File: config.mk
export PLATFORM = sky130hd
export DESIGN_NAME = async_serial_port_control
export DESIGN_NICKNAME = d
export VERILOG_FILES = /design/src/rtl/baud_gen.v /design/src/rtl/start_edge.v /design/src/rtl/async_serial_port_control.v
export VERILOG_INCLUDE_DIRS = /design/src /design/src/rtl
export SDC_FILE = /design/constraint.sdc
export NUM_CORES = 1
export LEC_CHECK = 0
export BUFFER_PORTS_ARGS = -buffer_cell sky130_fd_sc_hd__buf_2
export CAP_MARGIN = 30
export CORE_ASPECT_RATIO = 1.4
export CORE_UTILIZATION = 55
export DETAILED_ROUTE_END_ITERATION = 16
export PLACE_DENSITY_LB_ADDON = 0.25
export SYNTH_ARGS = -nofsm -noshare
export SYNTH_HDL_FRONTEND = slang
export SYNTH_SLANG_ARGS = --single-unit
File: constraint.sdc
create_clock -name aclk -period 13.7 [get_ports aclk]
set_input_delay 2.74 -clock aclk [delete_from_list [all_inputs] [get_ports aclk]]
set_output_delay 2.74 -clock aclk [all_outputs]
set_load 0.01 [all_outputs]
File: src/rtl/serial_port_defs.vh
// Register map, field positions, reset values and timing for the serial port
// Behaviour
// - Bit interval (n+1)x8/3 or x32/3, n nonzero
// - Hidden 11-bit transmit shifter fed from holding
// - Hidden 11-bit receive shifter drained to holding
// - Fixed-rate continuous mode stop-bit counts apply
// - Range bit picks coarse or fine divider
// - Start detect enable arms falling-edge detection
// - Falling edge sets running; stop bit clears
// - Low stop bit sets sticky stop error
// - Parity select: 0 even, 1 odd
// - Transmit appends computed parity automatically
// - Ninth-bit field holds bit 8 or parity error
// - Frame end loads holding, sets receive end
// - Receive interrupt when end flag and enable
// - Run bit starts, self-clears, clear aborts
// - Continuous mode restarts after one cycle
// - Transmit direction bit set blocks pin drive
// - Length bits select 8, 7, 9, 8+parity
// - Buffer empty set when holding copied out
// - Transmit interrupt when empty flag and enable
// - Mode field: programmable or fixed 9600/4800/2400
`ifndef SERIAL_PORT_DEFS_VH
`define SERIAL_PORT_DEFS_VH

// Register indices; byte address is four times the index
`define RX_CTRL_IDX    16'hfed0
`define TX_CTRL_IDX    16'hfed1
`define BAUD_DIV_IDX   16'hfed2
`define TX_HOLD_IDX    16'hfed3
`define RX_HOLD_IDX    16'hfed4
`define MODE_SEL_IDX   16'hfed5
`define PORT_DIR_IDX   16'hfe4d

// Reset values
`define CTRL_RESET     8'h00

// Receive control fields
`define RC_RANGE       7
`define RC_START_EN    6
`define RC_RUNNING     5
`define RC_STOP_ERR    4
`define RC_PARITY_SEL  3
`define RC_NINTH       2
`define RC_END         1
`define RC_END_IE      0

// Transmit control fields
`define TC_RUN         7
`define TC_NINE_SEL    6
`define TC_DRIVE       5
`define TC_CMOS        4
`define TC_SEVEN_SEL   3
`define TC_NINTH       2
`define TC_EMPTY       1
`define TC_EMPTY_IE    0

// Mode select fields
`define MS_OP_HI       4
`define MS_OP_LO       3
`define MS_TX_END      1

// Port direction fields
`define PD_TX          0
`define PD_RX          1

// Timing: clock rate and fixed rates in bits per second
`define CLK_HZ         125000000
`define RATE_HI_BPS    9600
`define RATE_MID_BPS   4800
`define RATE_LO_BPS    2400
// Half-bit threshold in thirds of a cycle for the accumulator
`define HALF_LIM(bps)  ((`CLK_HZ * 3) / (2 * (bps)))

// Bus responses
`define RESP_OKAY      2'b00
`define RESP_SLVERR    2'b10

`endif

File: src/rtl/baud_gen.v
// Fractional half-bit tick generator stepping by thirds of a cycle
`timescale 1ns/10ps
module baud_gen #(
  parameter LIM_W = 18
) (
  input  wire             aclk,
  input  wire             aresetn,
  input  wire             run,     // Counter held at zero when low
  input  wire [LIM_W-1:0] limit,   // Half-bit length in thirds of a cycle
  output reg              tick     // One-cycle pulse per half bit
);

  reg  [LIM_W:0] acc_q;            // Phase accumulator
  wire [LIM_W:0] sum = acc_q + {{(LIM_W-1){1'b0}}, 2'b11}; // Three thirds per cycle

  // Accumulate and wrap; restart whenever the user stops
  always @(posedge aclk) begin
    if (!aresetn || !run) begin
      acc_q <= {(LIM_W+1){1'b0}};
      tick  <= 1'b0;
    end else if (sum >= {1'b0, limit}) begin
      acc_q <= sum - {1'b0, limit};
      tick  <= 1'b1;
    end else begin
      acc_q <= sum;
      tick  <= 1'b0;
    end
  end

endmodule // baud_gen

File: src/rtl/start_edge.v
// Falling-edge detector on the receive input
`timescale 1ns/10ps
module start_edge (
  input  wire aclk,
  input  wire aresetn,
  input  wire rx_in,    // Receive line, synchronous
  output wire fall      // High in the cycle the line drops
);

  reg prev_q;           // Line level one cycle ago

  // Track line, idle high
  always @(posedge aclk) begin
    if (!aresetn) begin
      prev_q <= 1'b1;
    end else begin
      prev_q <= rx_in;
    end
  end

  assign fall = prev_q & ~rx_in;

endmodule // start_edge

File: src/rtl/async_serial_port_control.v
// Full-duplex asynchronous serial port with AXI4-Lite register access
`timescale 1ns/10ps
`include "serial_port_defs.vh"
module async_serial_port_control #(
  parameter ADDR_W = 18
) (
  input  wire              aclk,
  input  wire              aresetn,
  input  wire [ADDR_W-1:0] s_axi_awaddr,
  input  wire              s_axi_awvalid,
  output wire              s_axi_awready,
  input  wire [31:0]       s_axi_wdata,
  input  wire [3:0]        s_axi_wstrb,
  input  wire              s_axi_wvalid,
  output wire              s_axi_wready,
  output reg  [1:0]        s_axi_bresp,
  output reg               s_axi_bvalid,
  input  wire              s_axi_bready,
  input  wire [ADDR_W-1:0] s_axi_araddr,
  input  wire              s_axi_arvalid,
  output wire              s_axi_arready,
  output reg  [31:0]       s_axi_rdata,
  output reg  [1:0]        s_axi_rresp,
  output reg               s_axi_rvalid,
  input  wire              s_axi_rready,
  input  wire              subclock_div2,
  input  wire              rx_i,
  output reg               tx_o,
  output reg               tx_oe_n,
  output wire              rx_irq,
  output wire              tx_irq
);

  localparam integer LIM_HI  = `HALF_LIM(`RATE_HI_BPS);  // Fixed rate 1
  localparam integer LIM_MID = `HALF_LIM(`RATE_MID_BPS); // Fixed rate 2
  localparam integer LIM_LO  = `HALF_LIM(`RATE_LO_BPS);  // Fixed rate 3

  // Bit count of a frame from the length selections
  function [3:0] frame_bits;
    input len7;
    input extra;
    begin
      frame_bits = len7 ? 4'd9 : (extra ? 4'd11 : 4'd10);
    end
  endfunction

  // Register index decode
  function [2:0] reg_sel;
    input [ADDR_W-1:0] addr;
    reg   [15:0]       idx;
    begin
      idx = addr[17:2];
      case (idx)
        `RX_CTRL_IDX:  reg_sel = 3'd0;
        `TX_CTRL_IDX:  reg_sel = 3'd1;
        `BAUD_DIV_IDX: reg_sel = 3'd2;
        `TX_HOLD_IDX:  reg_sel = 3'd3;
        `RX_HOLD_IDX:  reg_sel = 3'd4;
        `MODE_SEL_IDX: reg_sel = 3'd5;
        `PORT_DIR_IDX: reg_sel = 3'd6;
        default:       reg_sel = 3'd7;
      endcase
    end
  endfunction

  // Receive control bits
  reg        rate_range_q;          // Coarse divider select
  reg        start_en_q;            // Start detection armed
  reg        rx_run_q;              // Reception in progress
  reg        stop_err_q;            // Sticky stop error
  reg        parity_sel_q;          // Odd parity when set
  reg        rx_ninth_q;            // Ninth bit or parity error
  reg        rx_end_q;              // Receive end flag
  reg        rx_end_ie_q;           // Receive end interrupt enable
  // Transmit control bits
  reg        tx_run_q;              // Transmit run
  reg        nine_sel_q;            // Nine-bit select
  reg        tx_drive_q;            // Drive transmit pin
  reg        tx_cmos_q;             // Push-pull when set
  reg        seven_sel_q;           // Seven-bit select
  reg        tx_ninth_q;            // Transmit bit 8
  reg        tx_empty_q;            // Transmit buffer empty
  reg        tx_empty_ie_q;         // Empty interrupt enable
  // Data and mode registers
  reg  [7:0] baud_q;                // Baud divider
  reg  [7:0] tx_hold_q;             // Transmit holding
  reg  [7:0] rx_hold_q;             // Receive holding
  reg  [7:0] mode_q;                // Mode select
  reg  [7:0] port_dir_q;            // Port direction
  // Transmit engine
  reg [10:0] tx_sh_q;               // Transmit shifter
  reg        tx_busy_q;             // Frame on the wire
  reg        tx_phase_q;            // Second half of bit
  reg  [3:0] tx_cnt_q;              // Bits sent
  reg        tx_restart_q;          // Continuous restart pending
  // Receive engine
  reg [10:0] rx_sh_q;               // Receive shifter
  reg  [4:0] rx_half_q;             // Half-bits elapsed
  // Bus slave state
  reg              aw_v_q;          // Write address held
  reg [ADDR_W-1:0] aw_addr_q;       // Held write address
  reg              w_v_q;           // Write data held
  reg  [7:0]       w_data_q;        // Held write byte
  reg              w_strb_q;        // Held lane 0 strobe

  // Frame format; length bits ignored in fixed-rate mode
  wire       fixed   = |mode_q[`MS_OP_HI:`MS_OP_LO];
  wire       len7    = seven_sel_q & ~nine_sel_q & ~fixed;
  wire       len9    = nine_sel_q & ~seven_sel_q & ~fixed;
  wire       par     = nine_sel_q & seven_sel_q & ~fixed;
  wire [3:0] nbits   = frame_bits(len7, len9 | par);
  wire [3:0] tx_nbits = nbits + {3'b000, fixed};      // Second stop bit at fixed rates
  wire       tx_par  = (^tx_hold_q) ^ parity_sel_q;

  // Half-bit threshold for both generators
  wire [8:0]  n_plus  = {1'b0, baud_q} + 9'h001;
  reg  [17:0] lim;
  always @* begin
    case (mode_q[`MS_OP_HI:`MS_OP_LO])
      2'b01:   lim = LIM_HI[17:0];
      2'b10:   lim = LIM_MID[17:0];
      2'b11:   lim = LIM_LO[17:0];
      default: lim = rate_range_q ? {5'h00, n_plus, 4'h0} : {7'h00, n_plus, 2'h0};
    endcase
  end
  // Subclock halving doubles the bit time of fixed rates
  wire [17:0] half_lim = (fixed && subclock_div2) ? {lim[16:0], 1'b0} : lim;

  wire tx_tick;                     // Transmit half-bit pulse
  wire rx_tick;                     // Receive half-bit pulse
  wire rx_fall;                     // Start edge

  baud_gen #(.LIM_W(18)) u_tx_baud (
    .aclk    (aclk),
    .aresetn (aresetn),
    .run     (tx_run_q | tx_busy_q), // Count from the run edge, full start bit
    .limit   (half_lim),
    .tick    (tx_tick)
  );

  baud_gen #(.LIM_W(18)) u_rx_baud (
    .aclk    (aclk),
    .aresetn (aresetn),
    .run     (rx_run_q),
    .limit   (half_lim),
    .tick    (rx_tick)
  );

  start_edge u_start (
    .aclk    (aclk),
    .aresetn (aresetn),
    .rx_in   (rx_i),
    .fall    (rx_fall)
  );

  // Bus handshakes
  assign s_axi_awready = ~aw_v_q;
  assign s_axi_wready  = ~w_v_q;
  assign s_axi_arready = ~s_axi_rvalid;
  wire       wr_fire = aw_v_q & w_v_q & ~s_axi_bvalid;
  wire [2:0] wsel    = reg_sel(aw_addr_q);
  wire       wr      = wr_fire & w_strb_q;
  wire       wr_rxc  = wr && (wsel == 3'd0);
  wire       wr_txc  = wr && (wsel == 3'd1);
  wire [7:0] wd      = w_data_q;

  // Write channel capture and response
  always @(posedge aclk) begin
    if (!aresetn) begin
      aw_v_q       <= 1'b0;
      aw_addr_q    <= {ADDR_W{1'b0}};
      w_v_q        <= 1'b0;
      w_data_q     <= 8'h00;
      w_strb_q     <= 1'b0;
      s_axi_bvalid <= 1'b0;
      s_axi_bresp  <= `RESP_OKAY;
    end else begin
      if (s_axi_awvalid && !aw_v_q) begin
        aw_v_q    <= 1'b1;
        aw_addr_q <= s_axi_awaddr;
      end
      if (s_axi_wvalid && !w_v_q) begin
        w_v_q    <= 1'b1;
        w_data_q <= s_axi_wdata[7:0];
        w_strb_q <= s_axi_wstrb[0];
      end
      if (wr_fire) begin
        aw_v_q       <= 1'b0;
        w_v_q        <= 1'b0;
        s_axi_bvalid <= 1'b1;
        s_axi_bresp  <= (wsel == 3'd7) ? `RESP_SLVERR : `RESP_OKAY;
      end else if (s_axi_bready) begin
        s_axi_bvalid <= 1'b0;
      end
    end
  end

  // Read data selection; shifters have no address
  wire [2:0] rsel = reg_sel(s_axi_araddr);
  reg  [7:0] rd_val;
  always @* begin
    case (rsel)
      3'd0:    rd_val = {rate_range_q, start_en_q, rx_run_q, stop_err_q,
                         parity_sel_q, rx_ninth_q, rx_end_q, rx_end_ie_q};
      3'd1:    rd_val = {tx_run_q, nine_sel_q, tx_drive_q, tx_cmos_q,
                         seven_sel_q, tx_ninth_q, tx_empty_q, tx_empty_ie_q};
      3'd2:    rd_val = baud_q;
      3'd3:    rd_val = tx_hold_q;
      3'd4:    rd_val = rx_hold_q;
      3'd5:    rd_val = mode_q;
      3'd6:    rd_val = port_dir_q;
      default: rd_val = 8'h00;
    endcase
  end

  // Read channel
  always @(posedge aclk) begin
    if (!aresetn) begin
      s_axi_rvalid <= 1'b0;
      s_axi_rdata  <= 32'h00000000;
      s_axi_rresp  <= `RESP_OKAY;
    end else if (s_axi_arvalid && !s_axi_rvalid) begin
      s_axi_rvalid <= 1'b1;
      s_axi_rdata  <= {24'h000000, rd_val};
      s_axi_rresp  <= (rsel == 3'd7) ? `RESP_SLVERR : `RESP_OKAY;
    end else if (s_axi_rready) begin
      s_axi_rvalid <= 1'b0;
    end
  end

  // Transmit frame timing
  wire tx_start = tx_run_q & ~tx_busy_q;
  wire tx_bit   = tx_busy_q & tx_tick & tx_phase_q;
  wire tx_last  = tx_bit && (tx_cnt_q == tx_nbits - 4'd1);
  wire tx_ext   = par ? tx_par : tx_ninth_q;
  wire [10:0] tx_frame = len7 ? {3'b111, tx_hold_q[6:0], 1'b0} :
                         ((len9 | par) ? {1'b1, tx_ext, tx_hold_q, 1'b0} :
                                         {2'b11, tx_hold_q, 1'b0});

  // Transmit engine and its control bits
  always @(posedge aclk) begin
    if (!aresetn) begin
      tx_sh_q      <= 11'h7ff;
      tx_busy_q    <= 1'b0;
      tx_phase_q   <= 1'b0;
      tx_cnt_q     <= 4'h0;
      tx_restart_q <= 1'b0;
      tx_run_q     <= 1'b0;
      tx_empty_q   <= 1'b0;
      {nine_sel_q, tx_drive_q, tx_cmos_q, seven_sel_q} <= 4'h0;
      {tx_ninth_q, tx_empty_ie_q} <= 2'b00;
    end else begin
      tx_restart_q <= tx_last & ~tx_empty_q;
      if (wr_txc) begin
        {nine_sel_q, tx_drive_q, tx_cmos_q, seven_sel_q} <= wd[6:3];
        {tx_ninth_q, tx_empty_ie_q} <= {wd[`TC_NINTH], wd[`TC_EMPTY_IE]};
      end
      // Run bit: software write, self clear, continuous set
      if (wr_txc) begin
        tx_run_q <= wd[`TC_RUN];
      end else if (tx_restart_q) begin
        tx_run_q <= 1'b1;
      end else if (tx_last) begin
        tx_run_q <= 1'b0;
      end
      // Empty flag: hardware set wins over write
      if (tx_start) begin
        tx_empty_q <= 1'b1;
      end else if (wr_txc) begin
        tx_empty_q <= wd[`TC_EMPTY];
      end
      if (tx_start) begin
        tx_sh_q    <= tx_frame;
        tx_busy_q  <= 1'b1;
        tx_phase_q <= 1'b0;
        tx_cnt_q   <= 4'h0;
      end else if (tx_busy_q && !tx_run_q) begin
        tx_busy_q <= 1'b0;
        tx_sh_q   <= 11'h7ff;
      end else if (tx_busy_q && tx_tick) begin
        tx_phase_q <= ~tx_phase_q;
        if (tx_phase_q) begin
          tx_sh_q  <= {1'b1, tx_sh_q[10:1]};
          tx_cnt_q <= tx_cnt_q + 4'h1;
        end
        if (tx_last) begin
          tx_busy_q <= 1'b0;
        end
      end
    end
  end

  // Transmit pin drive
  wire pin_on = tx_drive_q & ~port_dir_q[`PD_TX];
  always @(posedge aclk) begin
    if (!aresetn) begin
      tx_o    <= 1'b1;
      tx_oe_n <= 1'b1;
    end else begin
      tx_o    <= tx_busy_q ? tx_sh_q[0] : 1'b1;
      tx_oe_n <= ~(pin_on & (tx_cmos_q | (tx_busy_q & ~tx_sh_q[0])));
    end
  end

  // Receive sampling: every other half-bit, first at mid start bit
  wire        rx_samp   = rx_run_q & rx_tick & ~rx_half_q[0];
  wire        rx_last   = rx_samp && (rx_half_q[4:1] == nbits - 4'd1);
  wire [10:0] rx_cat    = {rx_i, rx_sh_q[10:1]};
  wire [10:0] rx_frame  = rx_cat >> (4'd11 - nbits);
  wire [7:0]  rx_data   = len7 ? {1'b0, rx_frame[7:1]} : rx_frame[8:1];
  wire        rx_perr   = rx_frame[9] ^ (^rx_frame[8:1]) ^ parity_sel_q;

  // Receive engine and its control bits
  always @(posedge aclk) begin
    if (!aresetn) begin
      rx_sh_q      <= 11'h000;
      rx_half_q    <= 5'h00;
      rx_run_q     <= 1'b0;
      rx_hold_q    <= 8'h00;
      {rate_range_q, start_en_q, parity_sel_q, rx_end_ie_q} <= 4'h0;
      {stop_err_q, rx_ninth_q, rx_end_q} <= 3'b000;
    end else begin
      if (wr_rxc) begin
        {rate_range_q, start_en_q} <= wd[7:6];
        {parity_sel_q, rx_end_ie_q} <= {wd[`RC_PARITY_SEL], wd[`RC_END_IE]};
      end
      if (wr && wsel == 3'd4) begin
        rx_hold_q <= wd;
      end
      // Running flag: edge sets, stop bit or software clears
      if (wr_rxc && !wd[`RC_RUNNING]) begin
        rx_run_q <= 1'b0;
      end else if (start_en_q && !rx_run_q && rx_fall) begin
        rx_run_q  <= 1'b1;
        rx_half_q <= 5'h00;
      end else if (rx_last) begin
        rx_run_q <= 1'b0;
      end else if (rx_run_q && rx_tick) begin
        rx_half_q <= rx_half_q + 5'h01;
      end
      if (rx_samp) begin
        rx_sh_q <= rx_cat;
      end
      // Frame end: hardware sets win over writes
      if (rx_last) begin
        rx_hold_q <= rx_data;
        rx_end_q  <= 1'b1;
        if (!rx_i) begin
          stop_err_q <= 1'b1;
        end else if (wr_rxc) begin
          stop_err_q <= wd[`RC_STOP_ERR];
        end
        if (len9) begin
          rx_ninth_q <= rx_frame[9];
        end else if (par) begin
          rx_ninth_q <= rx_perr;
        end else if (wr_rxc) begin
          rx_ninth_q <= wd[`RC_NINTH];
        end
      end else if (wr_rxc) begin
        rx_end_q   <= wd[`RC_END];
        stop_err_q <= wd[`RC_STOP_ERR];
        rx_ninth_q <= wd[`RC_NINTH];
      end
    end
  end

  // Plain registers and the transmit end flag
  always @(posedge aclk) begin
    if (!aresetn) begin
      baud_q     <= `CTRL_RESET;
      tx_hold_q  <= `CTRL_RESET;
      mode_q     <= `CTRL_RESET;
      port_dir_q <= `CTRL_RESET;
    end else begin
      if (wr && wsel == 3'd2) begin
        baud_q <= wd;
      end
      if (wr && wsel == 3'd3) begin
        tx_hold_q <= wd;
      end
      if (wr && wsel == 3'd6) begin
        port_dir_q <= wd;
      end
      if (wr && wsel == 3'd5) begin
        mode_q <= wd;
      end
      if (tx_last) begin
        mode_q[`MS_TX_END] <= 1'b1;
      end
    end
  end

  // Interrupt requests
  assign rx_irq = rx_end_q & rx_end_ie_q;
  assign tx_irq = tx_empty_q & tx_empty_ie_q;

endmodule // async_serial_port_control

==> impl_metrics.ini, run 1 <==
[outcome]
status = completed

[cells_and_area]
multi_input_area_um2 = 7180
final_layout_size_suffix_gt1_share_pct = 11.0
antenna_cells = 0
area_growth_pct = 7.88
final_nets = 1547
seq_area_um2 = 3380
fillers = 1865

[sta]
fin_skew_ns = 0.0128
tightest_slew_ns = 0.976
fmax_ghz = 0.156
hold_viol = 0
final.setup.worst_slack_ns = 7.31
maxSlewHeadroom_pct = 34.8
holdWs_ns = 0.455
setup_viol = 0
period_share_pct = 46.7
layout_min_cycle_time_ns = 6.39
setup-tns-final_ns = 0
slew_viol_final = 0
grt_setup_unrepaired = false

[cts]
h-tree-depth = 4
ctsHoldBuffers = 0
cts_buffers = 17
root_buffer = clkbuf_16
clock_latency_ns = 0.44
cts_tree = yes
post_cts_buffers = 0
cts_sinks = 169
ctsResizeCount = 0
clockBufferDepth = 2
clkSlewWorstSetupHoldPaths_ns = 0.07

[placement]
place_hpwl_mm = 21.0
numPortBuffers = 68
place.gp.congestion = 0.898
dp_slack_ns = 6.88

[critical_path]
crit_cells = 18
arrival_ns = 6.69
critPathMaxFanout = 24
critPathSlowestCell = o21ai_0
critPathLaunchType = primary input
cp_top_family = compound AO/OA/AOI/OAI gates
cp-startpoint = subclock_div2
crit_chain = buf_2 > nor2b_1 > buf_4 > o21ai_0 > ha_1 > inv_1 > o21ai_0 > o32a_1 > o31ai_2 > o21ai_0 > a31oi_1 > o311ai_0 > nand3_1 > o21ai_1 > buf_4 > nand2_1 > xor2_1 > nor2_1
r2r_end = u_rx_baud.acc_q[2]
worst_path_most_repeated_cell = o21ai_0
cp.required_ns = 14.00
rr_worst_depth = 19
critPathBufInv = 4
crit_type = in -> reg
endpoint = u_rx_baud.acc_q[2]
worst_path_largest_cell_delay_ns = 0.46
r2r_start = mode_q[3]
r2r_slack_ns = 8.54
crit_path_end_kind = flop

[floorplanning]
core_area_um2 = 19900
pin_count = 126
fp-row-count = 61
die_h_um = 171
die_x_um = 123
die-area_um2 = 21000
start_util_pct = 56.3

[synth]
yosys.area.top_type_share_pct = 30.2
synth_area_per_cell_um2 = 8.00
synth.area.top_cells = dfxtp_1 30%, xnor2_1 6.3%, mux2i_1 6.1%, nand2_1 6.1%, nor2_1 4.7%
ys_ff_latch = 169
yosysTopAreaCell = dfxtp_1
synth-edff-count = 0
async_flop_share_pct = 0
syn-instance-count = 1401
synthesis.area_um2 = 11200
synth_cell_types = 95
yosysWarnings = 0
seq_area_frac_synth_pct = 30.2
synth_ff_type = dfxtp_1

[grt]
grt_max_degree = 70
grt_antenna_before_repair = 0
globalRouteOverflowTotal = 0
grt_usage_pct = 27.7
grt_pass1_vias = 9373
grt_pass1_wl_mm = 45.4

[flow_run]
maxCapViolations = 0

[power]
powerDensity_nw_per_um2 = 84.1
vdd_drop_max_v = 0.0000794
power_leakage_nw = 4.97
p_total_mw = 1.02

[drt]
drt_iter0_drc = 542
routedWlPerCell_um = 16.6
viasPerCell = 5.87
ant_nets = 0
drt_pass1_iterations = 8
drc = 0
vias = 9918
routed_wirelength_mm = 28.0

[worst_hold_path]
hold_class = reg -> reg
holdPathStages = 2
-- layout make-up --
type                            instances  area share (%)
Clock inverter                         15            1.30
Inverter                               56            1.74
Tap cell                              252            2.61
Clock buffer                           17            3.52
Timing Repair Buffer                   77            3.47
Sequential cell                       169            28.0
Multi-Input combinational cell       1104            59.4
-- routing by layer --
layer / track usage (%) / vias to the layer above / routed length [um]
li1: - / 4927 / -
met1: 30.3 / 4650 / 11100
met2: 50.0 / 245 / 14400
met3: 3.70 / 96 / 993
met4: 16.6 / 0 / 1530
met5: 0 / - / 0
-- registers in the layout, summed over array words and instances, names as in the netlist, 4 cells and up --
| name | count |
|---|---|
| u_rx_baud.acc_q | 19 |
| u_tx_baud.acc_q | 19 |
| aw_addr_q | 16 |
| tx_sh_q | 10 |
| mode_q | 8 |
| baud_q | 8 |
| rx_hold_q | 8 |
| w_data_q | 8 |
| tx_cnt_q | 4 |
| rx_sh_q | 9 |
| port_dir_q | 8 |
| rx_half_q | 5 |
| s_axi_rdata | 8 |
| tx_hold_q | 8 |
-- report_power, final --
part,switching [mW],total [mW],internal (mW),leakage (nW)
sequential,0.00813,0.505,0.497,1.37
clock,0.232,0.475,0.243,0.283
combinational,0.0230,0.0374,0.0144,3.32
-- worst reg2reg max path, delay by kind of cell, from the launching register on --
| kind | cells | cell delay, ns |
|---|---|---|
| buffers and inverters | 3 | 0.68 |
| AO/OA/AOI/OAI | 8 | 2.11 |
| AND/OR/NAND/NOR | 4 | 0.48 |
| flip-flops | 1 | 0.36 |
| XOR/XNOR | 1 | 0.17 |
| adder cells (fa/ha/maj) | 3 | 1.23 |
-- logic make-up (layout without fill, tap and decap cells) --
group	Yosys count	in the layout	share of synthesized area, %
AOI/OAI and AO/OA	314	314	19.5
xor gates and xnor gates	115	115	9.05
adders and majority gates	49	49	5.43
buffers and inverters	153	165	6.69
DFF	169	169	30.2
muxes	75	75	6.78
other	1	26	0.0335
and+or+nand+nor	525	525	22.4
-- layout by cell type (no fill, tap or decap), types with 5 or more instances in the layout --
| cell type | netlist | final |
|---|---|---|
| o211a_1 | 7 | 7 |
| o21ai_0 | 46 | 46 |
| nor3_1 | 24 | 24 |
| nand2b_1 | 10 | 10 |
| or3_1 | 10 | 10 |
| nor4_1 | 8 | 8 |
| inv_1 | 55 | 55 |
| a31oi_1 | 17 | 17 |
| a22oi_1 | 9 | 9 |
| nor2_1 | 139 | 139 |
| conb_1 | 1 | 26 |
| a21o_1 | 8 | 8 |
| o21bai_1 | 7 | 7 |
| buf_2 | 2 | 68 |
| mux2i_1 | 68 | 68 |
| buf_4 | 28 | 7 |
| xnor2_1 | 80 | 80 |
| ha_1 | 39 | 39 |
| a222oi_1 | 6 | 6 |
| a211oi_1 | 8 | 8 |
| nand4_1 | 15 | 15 |
| o211ai_1 | 14 | 14 |
| mux2_2 | 7 | 7 |
| or2_2 | 10 | 10 |
| nor2b_1 | 25 | 25 |
| a21oi_1 | 96 | 96 |
| nor3b_1 | 7 | 7 |
| nand3_1 | 37 | 37 |
| nand2_1 | 181 | 181 |
| clkbuf_16 | 0 | 17 |
| and3_1 | 18 | 18 |
| a21boi_0 | 27 | 27 |
| xor2_1 | 34 | 34 |
| dfxtp_1 | 169 | 169 |
| o21ai_1 | 5 | 5 |
| o22ai_1 | 6 | 6 |
| maj3_1 | 8 | 8 |
| o311ai_0 | 9 | 9 |
| and2_1 | 10 | 10 |
-- worst min-delay path by stage --
| stage | start | end | slack [ns] |
|---|---|---|---|
| after floorplan | tx_sh_q[0] | tx_o | 0.43 |
| after CTS | mode_q[7] | mode_q[7] | 0.46 |
| final | mode_q[7] | mode_q[7] | 0.45 |
| after global routing | mode_q[7] | mode_q[7] | 0.47 |
| after global placement | mode_q[7] | mode_q[7] | 0.44 |
| after detailed placement | mode_q[7] | mode_q[7] | 0.45 |
-- cells in the mapped netlist (all sizes together) (4+ instances only) --
cell type  instances
maj3               8
nor2             140
a211oi            12
and2              10
o211a              7
o31ai              4
nor4               9
ha                39
o21ai             51
a31oi             18
dfxtp            169
o211ai            15
xnor2             80
a221oi             4
and3              18
nand4             15
nand2            181
and4               5
or3               10
xor2              35
nand2b            10
a21oi             98
o311ai             9
a22oi              9
nor3              27
o21bai             7
a222oi             6
mux2               7
a21o               8
a21boi            29
mux2i             68
inv               56
clkbuf            56
o22ai              6
or2               10
buf               40
o311a              4
nor3b              7
nor2b             25
nand3             37
-- through the flow --
step / cell area, um2 / utilization [%] / cells
floorplan: 11300 / - / 1426
global placement: 11500 / 57.6 / 1656
detailed placement: 11500 / 57.8 / 1658
CTS: 12100 / 60.7 / 1690
global route: 12100 / 60.7 / 1690
finish: 12100 / 60.7 / 1690
Power figures use the tool's default switching activity.
==> run 2: changes to the inputs <==
Clock period 13.7 ns to 6.5 ns, I/O delays scaled along.
==> run 2 against run 1 <==
Power is 120% higher. Die area is the same. Clock power up 120%. Cell count is the same. Register-to-register slack got worse by 7.2 ns. Combinational power up 110%. Via count decreased by 1.3%. Clock-buffer cell count unchanged. Flip-flop and latch count is the same. Critical path type is now reg -> reg. Largest power group unchanged.
==> impl_metrics.ini, run 2 (same netlist as run 1, synthesis figures left out) <==
[cells_and_area]
final_layout_size_suffix_gt1_share_pct = 11.0
area_growth_pct = 7.95
final_cell_mix = 181 x nand2_1, 169 x dfxtp_1, 139 x nor2_1, 96 x a21oi_1, 80 x xnor2_1
antenna_cells = 0
top_regs = u_rx_baud.acc_q (19), u_tx_baud.acc_q (19), aw_addr_q (16)
multi_input_area_um2 = 7180
fillers = 1817
seq_area_um2 = 3380
final_common_cell = nand2_1
final_nets = 1547

[sta]
setup_viol = 0
fin_skew_ns = 0.0106
fmax_ghz = 0.195
layout_min_cycle_time_ns = 5.12
final.setup.worst_slack_ns = 1.38
maxSlewHeadroom_pct = 31.1
slew_viol_final = 0
tightest_slew_ns = 1.03
hold_viol = 0
grt_setup_unrepaired = false
period_share_pct = 78.7
setup-tns-final_ns = 0

[floorplanning]
fp-row-count = 61
pin_count = 126
start_util_pct = 56.3
die_x_um = 123
die-area_um2 = 21000
core_area_um2 = 19900
die_h_um = 171

[placement]
numPortBuffers = 68
dp_slack_ns = 1.21
place_hpwl_mm = 20.6
place.gp.congestion = 0.904

[drt]
routedWlPerCell_um = 16.4
drc = 0
drt_iter0_drc = 532
drt_pass1_iterations = 6
viasPerCell = 5.79
routed_wirelength_mm = 27.6
vias = 9785
ant_nets = 0

[grt]
grt_antenna_before_repair = 0
grt_pass1_vias = 9080
globalRouteOverflowTotal = 0
grt_usage_pct = 27.0
grt_pass1_wl_mm = 44.4
grt_max_degree = 72

[critical_path]
crit_path_end_kind = flop
critPathLaunchType = flop
crit_type = reg -> reg
arrival_ns = 5.42
cp.required_ns = 6.81
critPathMaxFanout = 21

[cts]
cts_tree = yes
root_buffer = clkbuf_16
h-tree-depth = 4
post_cts_buffers = 0
cts_buffers = 17
ctsHoldBuffers = 0
clock_latency_ns = 0.44
ctsResizeCount = 0
clockBufferDepth = 2
clkSlewWorstSetupHoldPaths_ns = 0.08
cts_sinks = 169

[power]
powerDensity_nw_per_um2 = 181
vdd_drop_max_v = 0.000170
power_leakage_nw = 4.96
p_total_mw = 2.19

[worst_hold_path]
hold_class = reg -> reg

[outcome]
status = completed

[flow_run]
maxCapViolations = 0
==> run 2: area by class of cell <==
class / count / share of cell area [%]
clock buffer: 17 / 3.52
sequential: 169 / 28.0
timing repair buffer: 77 / 3.37
multi-input combinational: 1104 / 59.3
tap: 252 / 2.61
clock inverter: 15 / 1.46
inverter: 56 / 1.74
==> run 2: final timing paths <==
check	cells after the start	from	slack, ns	end
worst min-delay path	2	aw_addr_q[7]	0.46	aw_addr_q[7]
worst min register to register	2	aw_addr_q[7]	0.46	aw_addr_q[7]
worst max-delay path	19	mode_q[3]	1.38	u_rx_baud.acc_q[2]
worst max register to register	19	mode_q[3]	1.38	u_rx_baud.acc_q[2]
==> run 2: stage by stage <==
| stage | cell area [um2] | std cells | hold slack (ns) | utilization [%] |
|---|---|---|---|---|
| floorplan | 11300 | 1426 | 0.429 | - |
| global placement | 11500 | 1658 | 0.442 | 57.7 |
| detailed placement | 11500 | 1658 | 0.450 | 57.7 |
| CTS | 12100 | 1690 | 0.460 | 60.7 |
| global route | 12100 | 1690 | 0.481 | 60.7 |
| finish | 12100 | 1690 | 0.460 | 60.7 |
==> run 2: critical path, stage by stage (launching register included) <==
cell and delay [ns]:
dfxtp_1 0.36, inv_1 0.11, ha_1 0.45, inv_1 0.25, o21ai_0 0.22, nor2_1 0.08
a21oi_1 0.47, ha_1 0.36, a21o_1 0.17, maj3_1 0.41, o31ai_2 0.27, o21ai_0 0.18
a31oi_1 0.43, o311ai_0 0.21, nand3_1 0.25, o21ai_1 0.14, buf_4 0.28, nand2_1 0.10
xor2_1 0.17, nor2_1 0.06
==> run 2: metal layers <==
layer	track usage (%)	part of all wire (%)	vias to the layer above
met3	3.63	3.4	80
met4	14.0	4.2	0
li1	-	-	4928
met1	30.2	41	4551
met2	49.2	52	226
met5	0	0	-
==> run 2: power by group <==
part | switching (mW) | internal [mW] | leakage, nW
Clock | 0.493 | 0.551 | 0.286
Sequential | 0.0173 | 1.05 | 1.37
Combinational | 0.0488 | 0.0303 | 3.31
